--- config.mk ---
export PLATFORM = sky130hd
export DESIGN_NAME = rca_top
export DESIGN_NICKNAME = d
export VERILOG_FILES = /design/src/inc/rca_pkg.sv /design/src/logic/rca_top.sv
export SDC_FILE = /design/constraint.sdc
export NUM_CORES = 1
export LEC_CHECK = 0
export BUFFER_PORTS_ARGS = -buffer_cell sky130_fd_sc_hd__buf_2
export CAP_MARGIN = 20
export CORE_ASPECT_RATIO = 0.75
export CORE_MARGIN = 4
export CORE_UTILIZATION = 35
export CTS_BUF_LIST = sky130_fd_sc_hd__clkbuf_8
export CTS_CLUSTER_DIAMETER = 30
export DETAILED_ROUTE_END_ITERATION = 10
export PLACE_DENSITY = 0.63
export SLEW_MARGIN = 15
export SYNTH_ARGS = -nofsm -noshare
export SYNTH_HDL_FRONTEND = slang
export SYNTH_SLANG_ARGS = --single-unit
--- constraint.sdc ---
create_clock -name mclk -period 4.3 [get_ports mclk]
set_input_delay 0.645 -clock mclk [delete_from_list [all_inputs] [get_ports mclk]]
set_output_delay 0.645 -clock mclk [all_outputs]
set_load 0.02 [all_outputs]
--- src/inc/rca_pkg.sv ---
/*
  shared constants and types of the clock calibration and alarm block.
  assumes the clock digits arrive packed two-digit per byte, as the
  timekeeping counters of the clock unit hold them.
*/
package rca_pkg;

  // register bus geometry
  localparam int          ADDR_W       = 8;
  localparam logic [7:0]  ADDR_CAL     = 8'h00;
  localparam logic [7:0]  ADDR_ALCFG   = 8'h04;
  localparam logic [7:0]  ADDR_ALTIME  = 8'h08;
  localparam logic [7:0]  ADDR_ALDATE  = 8'h0c;
  localparam logic [7:0]  ADDR_STAT    = 8'h10;
  localparam logic [7:0]  ADDR_MASK    = 8'h14;
  localparam logic [1:0]  RESP_OKAY    = 2'h0;
  localparam logic [1:0]  RESP_SLVERR  = 2'h2;

  // reset values
  localparam logic [7:0]  CAL_RST      = 8'h00;
  localparam logic [15:0] ALCFG_RST    = 16'h0000;
  localparam logic [47:0] ALVAL_RST    = 48'h0000_0000_0000;
  localparam logic [1:0]  IRQ_RST      = 2'h0;

  // interrupt status bit positions
  localparam int          IRQ_ALARM    = 0;
  localparam int          IRQ_CAL      = 1;

  // repeat counter and minute boundary
  localparam logic [7:0]  RPT_LAST     = 8'h00;
  localparam logic [7:0]  RPT_ROLL     = 8'hff;
  localparam logic [7:0]  SEC_LAST     = 8'h59;

  typedef enum logic [3:0] {
    RCA_M_HALF_SEC = 4'b0000,
    RCA_M_SEC      = 4'b0001,
    RCA_M_10SEC    = 4'b0010,
    RCA_M_MIN      = 4'b0011,
    RCA_M_10MIN    = 4'b0100,
    RCA_M_HOUR     = 4'b0101,
    RCA_M_DAY      = 4'b0110,
    RCA_M_WEEK     = 4'b0111,
    RCA_M_MONTH    = 4'b1000,
    RCA_M_YEAR     = 4'b1001
  } rca_mask_e;

  typedef struct packed {
    logic [7:0] month;
    logic [7:0] day;
    logic [7:0] wday;
    logic [7:0] hour;
    logic [7:0] min;
    logic [7:0] sec;
  } rca_time_s;

  typedef struct packed {
    logic       en;
    logic       endless_repeat;
    logic [3:0] mask;
    logic [1:0] rsv;
    logic [7:0] rpt;
  } rca_alcfg_s;

  typedef struct packed {
    logic       add;
    logic       sub;
    logic [9:0] count;
  } rca_cal_adj_s;

endpackage : rca_pkg

--- src/logic/rca_top.sv ---
/*
  calibration and alarm logic of the real-time clock, with an axi4-lite
  register slave and a masked interrupt.
  assumes the seconds and half-second ticks and the clock digits come from
  the timekeeping counters on the same clock, one-cycle ticks.
*/
// Added by the designer: the address map and register access over AXI4-Lite.
`timescale 1ns/1ps
module rca_top (
  // clock and reset
  input  logic                       mclk,
  input  logic                       sys_rst,
  // timekeeping side
  input  logic                       half_sec_tick,
  input  logic                       sec_tick,
  input  rca_pkg::rca_time_s         clock_now,
  output rca_pkg::rca_cal_adj_s      cal_adj,
  output logic                       alarm_pulse,
  output logic                       irq,
  // axi4-lite write
  input  logic [rca_pkg::ADDR_W-1:0] awaddr,
  input  logic                       awvalid,
  output logic                       awready,
  input  logic [31:0]                wdata,
  input  logic [3:0]                 wstrb,
  input  logic                       wvalid,
  output logic                       wready,
  output logic [1:0]                 bresp,
  output logic                       bvalid,
  input  logic                       bready,
  // axi4-lite read
  input  logic [rca_pkg::ADDR_W-1:0] araddr,
  input  logic                       arvalid,
  output logic                       arready,
  output logic [31:0]                rdata,
  output logic [1:0]                 rresp,
  output logic                       rvalid,
  input  logic                       rready
);
  import rca_pkg::*;

  logic [7:0]          rtc_config_calibration_ff;
  rca_alcfg_s          alarm_config_repeat_ff;
  rca_time_s           alarm_value_ff;
  logic [1:0]          irq_stat_ff;
  logic [1:0]          irq_mask_ff;
  rca_cal_adj_s        cal_adj_ff;
  logic                alarm_pulse_ff;
  logic                irq_ff;
  logic [ADDR_W-1:0]   awaddr_ff;
  logic [31:0]         wdata_ff;
  logic [3:0]          wstrb_ff;
  logic                aw_got_ff;
  logic                w_got_ff;
  logic                awready_ff;
  logic                wready_ff;
  logic                bvalid_ff;
  logic [1:0]          bresp_ff;
  logic                arready_ff;
  logic                rvalid_ff;
  logic [31:0]         rdata_ff;
  logic [1:0]          rresp_ff;

  // register view, shared by read path and byte-merge of writes
  function automatic logic [32:0] reg_view(input logic [ADDR_W-1:0] a, input logic [7:0] cal,
                                           input rca_alcfg_s cfg, input rca_time_s av,
                                           input logic [1:0] st, input logic [1:0] mk);
    logic [ADDR_W-1:0] wa;
    wa = {a[ADDR_W-1:2], 2'b00};
    if (wa == ADDR_CAL)         reg_view = {1'b1, 24'h0, cal};
    else if (wa == ADDR_ALCFG)  reg_view = {1'b1, 16'h0, cfg};
    else if (wa == ADDR_ALTIME) reg_view = {1'b1, 8'h0, av.hour, av.min, av.sec};
    else if (wa == ADDR_ALDATE) reg_view = {1'b1, 8'h0, av.month, av.day, av.wday};
    else if (wa == ADDR_STAT)   reg_view = {1'b1, 30'h0, st};
    else if (wa == ADDR_MASK)   reg_view = {1'b1, 30'h0, mk};
    else                        reg_view = {1'b0, 32'h0};
  endfunction : reg_view

  // write channel handshake
  wire aw_take = awvalid & awready_ff;
  wire w_take  = wvalid & wready_ff;
  wire do_wr   = aw_got_ff & w_got_ff;
  wire nxt_aw_got = (aw_got_ff | aw_take) & ~do_wr;
  wire nxt_w_got  = (w_got_ff | w_take) & ~do_wr;
  wire nxt_bvalid = do_wr | (bvalid_ff & ~bready);

  logic [31:0] byte_mask;
  genvar gi;
  generate
    for (gi = 0; gi < 4; gi++) begin : g_lane
      assign byte_mask[gi*8 +: 8] = {8{wstrb_ff[gi]}};
    end
  endgenerate

  wire [32:0] wr_view  = reg_view(awaddr_ff, rtc_config_calibration_ff, alarm_config_repeat_ff,
                                  alarm_value_ff, irq_stat_ff, irq_mask_ff);
  wire [31:0] wr_word  = (wr_view[31:0] & ~byte_mask) | (wdata_ff & byte_mask);
  wire [31:0] w1c_bits = wdata_ff & byte_mask;
  wire [ADDR_W-1:0] wr_wa = {awaddr_ff[ADDR_W-1:2], 2'b00};
  wire wr_cal    = do_wr & (wr_wa == ADDR_CAL);
  wire wr_cfg    = do_wr & (wr_wa == ADDR_ALCFG);
  wire wr_time   = do_wr & (wr_wa == ADDR_ALTIME);
  wire wr_date   = do_wr & (wr_wa == ADDR_ALDATE);
  wire wr_stat   = do_wr & (wr_wa == ADDR_STAT);
  wire wr_mask   = do_wr & (wr_wa == ADDR_MASK);

  // read channel handshake
  wire ar_take    = arvalid & arready_ff;
  wire nxt_rvalid = ar_take | (rvalid_ff & ~rready);
  wire [32:0] rd_view = reg_view(araddr, rtc_config_calibration_ff, alarm_config_repeat_ff,
                                 alarm_value_ff, irq_stat_ff, irq_mask_ff);

  // digit comparison
  wire sec_eq   = clock_now.sec == alarm_value_ff.sec;
  wire sec1_eq  = clock_now.sec[3:0] == alarm_value_ff.sec[3:0];
  wire min_eq   = clock_now.min == alarm_value_ff.min;
  wire min1_eq  = clock_now.min[3:0] == alarm_value_ff.min[3:0];
  wire hour_eq  = clock_now.hour == alarm_value_ff.hour;
  wire wday_eq  = clock_now.wday == alarm_value_ff.wday;
  wire day_eq   = clock_now.day == alarm_value_ff.day;
  wire month_eq = clock_now.month == alarm_value_ff.month;
  wire hms_eq   = sec_eq & min_eq & hour_eq;
  rca_mask_e   cur_mask;
  assign cur_mask = rca_mask_e'(alarm_config_repeat_ff.mask);
  logic digit_match;
  logic use_half;
  always_comb begin
    use_half = 1'b0;
    unique case (cur_mask)
      RCA_M_HALF_SEC: begin
        digit_match = 1'b1;
        use_half    = 1'b1;
      end
      RCA_M_SEC:   digit_match = 1'b1;
      RCA_M_10SEC: digit_match = sec1_eq;
      RCA_M_MIN:   digit_match = sec_eq;
      RCA_M_10MIN: digit_match = sec_eq & min1_eq;
      RCA_M_HOUR:  digit_match = sec_eq & min_eq;
      RCA_M_DAY:   digit_match = hms_eq;
      RCA_M_WEEK:  digit_match = hms_eq & wday_eq;
      RCA_M_MONTH: digit_match = hms_eq & day_eq;
      RCA_M_YEAR:  digit_match = hms_eq & day_eq & month_eq;
      // reserved codes never fire rather than fire on every tick
      default:     digit_match = 1'b0;
    endcase
  end
  wire alarm_tick = use_half ? half_sec_tick : sec_tick;
  wire alarm_fire = alarm_config_repeat_ff.en & alarm_tick & digit_match;

  // alarm sequencing; a bus write to the config wins over the sequencer
  wire rpt_zero = alarm_config_repeat_ff.rpt == RPT_LAST;
  rca_alcfg_s nxt_cfg;
  always_comb begin
    nxt_cfg = alarm_config_repeat_ff;
    if (wr_cfg) begin
      nxt_cfg     = rca_alcfg_s'(wr_word[15:0]);
      nxt_cfg.rsv = 2'b00;
    end else if (alarm_fire) begin
      if (!rpt_zero)
        nxt_cfg.rpt = alarm_config_repeat_ff.rpt - 8'h01;
      else if (alarm_config_repeat_ff.endless_repeat)
        nxt_cfg.rpt = RPT_ROLL;
      else
        nxt_cfg.en = 1'b0;
    end
  end

  // calibration, applied as the seconds digits roll past the minute
  wire        minute_edge = sec_tick & (clock_now.sec == SEC_LAST);
  wire [11:0] cal_x4   = {{2{rtc_config_calibration_ff[7]}}, rtc_config_calibration_ff, 2'b00};
  wire        cal_neg  = rtc_config_calibration_ff[7];
  wire [11:0] cal_mag  = cal_neg ? 12'(~cal_x4 + 12'h001) : cal_x4;
  wire        cal_nz   = |rtc_config_calibration_ff;
  rca_cal_adj_s nxt_cal_adj;
  assign nxt_cal_adj.sub   = minute_edge & cal_nz & cal_neg;
  assign nxt_cal_adj.add   = minute_edge & cal_nz & ~cal_neg;
  assign nxt_cal_adj.count = (minute_edge & cal_nz) ? cal_mag[9:0] : 10'h000;

  // sticky interrupt status; a new event wins over a clear in the same cycle
  wire [1:0] irq_events = {nxt_cal_adj.sub | nxt_cal_adj.add, alarm_fire};
  wire [1:0] nxt_stat   = (irq_stat_ff & ~(wr_stat ? w1c_bits[1:0] : 2'b00)) | irq_events;
  wire [1:0] nxt_mask   = wr_mask ? wr_word[1:0] : irq_mask_ff;

  always_ff @(posedge mclk) begin
    if (sys_rst) begin
      rtc_config_calibration_ff <= CAL_RST;
      alarm_config_repeat_ff    <= rca_alcfg_s'(ALCFG_RST);
      alarm_value_ff            <= rca_time_s'(ALVAL_RST);
      irq_stat_ff               <= IRQ_RST;
      irq_mask_ff               <= IRQ_RST;
      irq_ff                    <= 1'b0;
      cal_adj_ff                <= '0;
      alarm_pulse_ff            <= 1'b0;
    end else begin
      if (wr_cal)
        rtc_config_calibration_ff <= wr_word[7:0];
      if (wr_time)
        {alarm_value_ff.hour, alarm_value_ff.min, alarm_value_ff.sec} <= wr_word[23:0];
      if (wr_date)
        {alarm_value_ff.month, alarm_value_ff.day, alarm_value_ff.wday} <= wr_word[23:0];
      alarm_config_repeat_ff <= nxt_cfg;
      irq_stat_ff            <= nxt_stat;
      irq_mask_ff            <= nxt_mask;
      irq_ff                 <= |(nxt_stat & nxt_mask);
      cal_adj_ff             <= nxt_cal_adj;
      alarm_pulse_ff         <= alarm_pulse_ff ^ alarm_fire;
    end
  end

  always_ff @(posedge mclk) begin
    if (sys_rst) begin
      aw_got_ff  <= 1'b0;
      w_got_ff   <= 1'b0;
      awready_ff <= 1'b0;
      wready_ff  <= 1'b0;
      bvalid_ff  <= 1'b0;
      bresp_ff   <= RESP_OKAY;
      arready_ff <= 1'b0;
      rvalid_ff  <= 1'b0;
      rdata_ff   <= 32'h0;
      rresp_ff   <= RESP_OKAY;
      awaddr_ff  <= '0;
      wdata_ff   <= 32'h0;
      wstrb_ff   <= 4'h0;
    end else begin
      aw_got_ff  <= nxt_aw_got;
      w_got_ff   <= nxt_w_got;
      awready_ff <= ~nxt_aw_got & ~nxt_bvalid;
      wready_ff  <= ~nxt_w_got & ~nxt_bvalid;
      bvalid_ff  <= nxt_bvalid;
      arready_ff <= ~nxt_rvalid;
      rvalid_ff  <= nxt_rvalid;
      if (aw_take)
        awaddr_ff <= awaddr;
      if (w_take) begin
        wdata_ff <= wdata;
        wstrb_ff <= wstrb;
      end
      if (do_wr)
        bresp_ff <= wr_view[32] ? RESP_OKAY : RESP_SLVERR;
      if (ar_take) begin
        rdata_ff <= rd_view[31:0];
        rresp_ff <= rd_view[32] ? RESP_OKAY : RESP_SLVERR;
      end
    end
  end

  assign cal_adj     = cal_adj_ff;
  assign alarm_pulse = alarm_pulse_ff;
  assign irq         = irq_ff;
  assign awready     = awready_ff;
  assign wready      = wready_ff;
  assign bvalid      = bvalid_ff;
  assign bresp       = bresp_ff;
  assign arready     = arready_ff;
  assign rvalid      = rvalid_ff;
  assign rdata       = rdata_ff;
  assign rresp       = rresp_ff;
endmodule : rca_top

==> results.json <==
{
  "status": "complete, no violations",
  "numCtsBuffers": 17,
  "clkTransAtPathRegs_ns": 0.09,
  "ys_top_cells_by_area": "dfxtp_1 40%, nor2_1 6.6%, a211oi_1 6.3%, xnor2_1 4.9%, mux2_2 4.1%",
  "avgRoutedWirePerCell_um": 18.3,
  "intPower_mw": 2.18,
  "path_max_fanout": 14,
  "cts-root-buf": "clkbuf_8",
  "power.leakage_nw": 3.17,
  "min-delay-start": "wdata[10]",
  "netlist_instances": 889,
  "syn2layout_area_growth_pct": 15.9,
  "grt_use_total": 0.192,
  "ys.flop_type": "dfxtp_1",
  "rr_startpoint": "awaddr_ff[2]$_SDFFE_PP0P_",
  "post-route-util": 0.416,
  "chipHeight_um": 136,
  "cts_tree": "yes",
  "antenna_found_initial": 1,
  "ir_drop_mv": 0.165,
  "worstMarginPinSlew_ns": 1.00,
  "drive_gt1_frac": 0.224,
  "switching_share": 0.272,
  "die_area_mm2": 0.0242,
  "setup_viol": 0,
  "via_per_inst": 5.37,
  "slew_violations": 0,
  "synth-seq-cells": 152,
  "clk_path_buf_depth": 2,
  "crit_required_ns": 4.66,
  "coreArea_mm2": 0.0212,
  "synth_top_area_frac": 0.400,
  "cts_setup_buffers": 0,
  "yosys_warnings": 0,
  "fin_nets": 1098,
  "ys_seq_area_frac": 0.400,
  "hold_slack_ns": 0.417,
  "cts_max_level": 4,
  "worstSetupStartpointType": "register",
  "start_util": 0.359,
  "relSlewSlack": 0.330,
  "fin_area_mm2": 0.00883,
  "p_clk_frac": 0.408,
  "max_stage_delay_ns": 0.82,
  "seq_power_share": 0.492,
  "hold_class": "input pin to register",
  "first_iter_violations": 738,
  "syn-cell-area_mm2": 0.00762,
  "grt_overflow": 0,
  "grt_pass1_vias": 6192,
  "crit_chain": "nor2b_1 -> a221oi_1 -> o22ai_1 -> nor2_1 -> a21oi_2 -> a211oi_1 -> a22o_1",
  "drc": 0,
  "synth_edf_count": 0,
  "clock-sinks": 152,
  "setup_tns_ns": 0,
  "fin_crit_ns": 2.72,
  "antenna_left": 0,
  "vias": 6911,
  "power_frac_comb": 0.100,
  "cts_resized": 0,
  "hpwl_mm": 17.1,
  "end_kind": "register",
  "die_w_um": 178,
  "crit_buf_inv": 0,
  "rows": 46,
  "netSwitchingPower_mw": 0.812,
  "hold_viol": 0,
  "io_buffers": 138,
  "grt_pass1_wl_mm": 35.9,
  "critPathKind": "register to register",
  "power_density_mw_per_mm2": 339,
  "finalCritPeriodShare": 0.632,
  "grt_max_degree": 85,
  "synth.largest_area_cell": "dfxtp_1",
  "postCtsHoldBufs": 0,
  "wl_mm": 23.5,
  "cp_slowest_cell": "nor2b_1",
  "max_cap_viol_count": 0,
  "critical-path-top-delay-family": "compound AO/OA/AOI/OAI gates",
  "first_pass_iters": 5,
  "async_flop_share": 0,
  "max_freq_mhz": 368,
  "rsz0062_at_grt": "no",
  "crit_start": "awaddr_ff[2]$_SDFFE_PP0P_",
  "ys_types": 60,
  "critPathArrivalTime_ns": 3.08,
  "gp_congestion": 0.890,
  "fin_skew_ns": 0.0135,
  "antenna_cells": 0,
  "syn-mean-instance-area_um2": 8.57,
  "ioPinCount": 164,
  "place_area_mm2": 0.00839,
  "clock_latency_ns": 0.46
}
-- worst paths after layout --
kind	end	slack (ns)	depth (start not counted)
worst min-delay path	wdata_ff[10]$_SDFFE_PP0P_	0.42	3
worst min register to register	rresp[1]$_SDFFE_PP0P_	0.46	2
worst max-delay path	irq$_SDFF_PP0_	1.58	7
worst max register to register	irq$_SDFF_PP0_	1.58	7
-- cell families after synthesis --
| family | share of synthesized area |
|---|---|
| DFF | 0.400 |
| adders and majority gates | 0.00493 |
| buffers and inverters | 0.0547 |
| and+or+nand+nor | 0.195 |
| muxes | 0.0882 |
| other | 0.000492 |
| AOI/OAI and AO/OA | 0.194 |
| xor gates and xnor gates | 0.0632 |
-- cell type report --
class,count,area (um^2)
Fill cell,2161,12400
Clock buffer,17,234
Inverter,7,26.3
Sequential cell,152,3040
Multi-Input combinational cell,662,4210
Clock inverter,15,204
Timing Repair Buffer,146,753
Tap cell,288,360
-- synth_stat cells, types with 6 or more instances --
cell      instances
nor2_1          134
dfxtp_1         152
a22o_1           13
xnor2_1          43
clkbuf_1         37
nand2_1          82
a211oi_1         64
xor2_1           12
nand3_1          16
buf_1            10
nor3_1           32
a21oi_1          58
a22oi_1          34
o21ai_0           8
nand2b_1          6
mux2i_1          24
inv_1             7
buf_4            18
nand4_1          10
nand3b_1          6
buf_2            11
mux2_2           28
-- layout by cell type (no fill, tap or decap), types with 6 or more instances in the layout --
cell type and instances:
dfxtp_1 152, buf_2 137, nor2_1 133, nand2_1 82, a211oi_1 64, a21oi_1 58, xnor2_1 43, a22oi_1 34
nor3_1 31, mux2_2 28, mux2i_1 24, clkbuf_8 17, nand3_1 16, a22o_1 13, xor2_1 12, conb_1 12
nand4_1 10, buf_4 9, inv_1 8, o21ai_0 8, nand2b_1 6, nand3b_1 6, clkinvlp_4 6
-- layer usage --
metal  part of all wire  GRT usage  vias up
met5            0.00055          0        -
met4             0.0061     0.0379        2
met3               0.12     0.0700       18
met2               0.36      0.237      310
met1               0.52      0.309     3216
li1                   -          -     3365
-- flip-flops by register name, indices dropped and copies added, names as in the netlist, 2 cells and up --
signal / flops
irq_stat_ff: 2
rtc_config_calibration_ff: 8
alarm_value_ff: 48
rdata: 24
cur_mask: 4
wstrb_ff: 3
cal_adj: 10
irq_mask_ff: 2
alarm_config_repeat_ff: 10
awaddr_ff: 6
wdata_ff: 24
-- power groups by stage --
stage / registers (mW) / logic, mW / clock network, mW
after floorplan: 1.49 / 0.203 / 0
after global placement: 1.50 / 0.295 / 0
after detailed placement: 1.50 / 0.296 / 0
after CTS: 1.47 / 0.297 / 1.24
after global routing: 1.48 / 0.327 / 1.31
final: 1.47 / 0.299 / 1.22
-- per-stage QoR --
step                power [mW]  std cells  setup WS (ns)
floorplan                 1.69        900           2.01
global route              3.11       1287           1.33
global placement          1.80       1255           1.42
detailed placement        1.80       1255           1.44
finish                    2.99       1287           1.58
CTS                       3.01       1287           1.61
-- tightest hold or removal path: cells and delay by family --
family | cells | cell delay (ns)
buffers and inverters | 1 | 0.09
and+or+nand+nor | 1 | 0.05
AOI/OAI and AO/OA | 1 | 0.05
No activity file was read; power rests on OpenSTA's default activity.
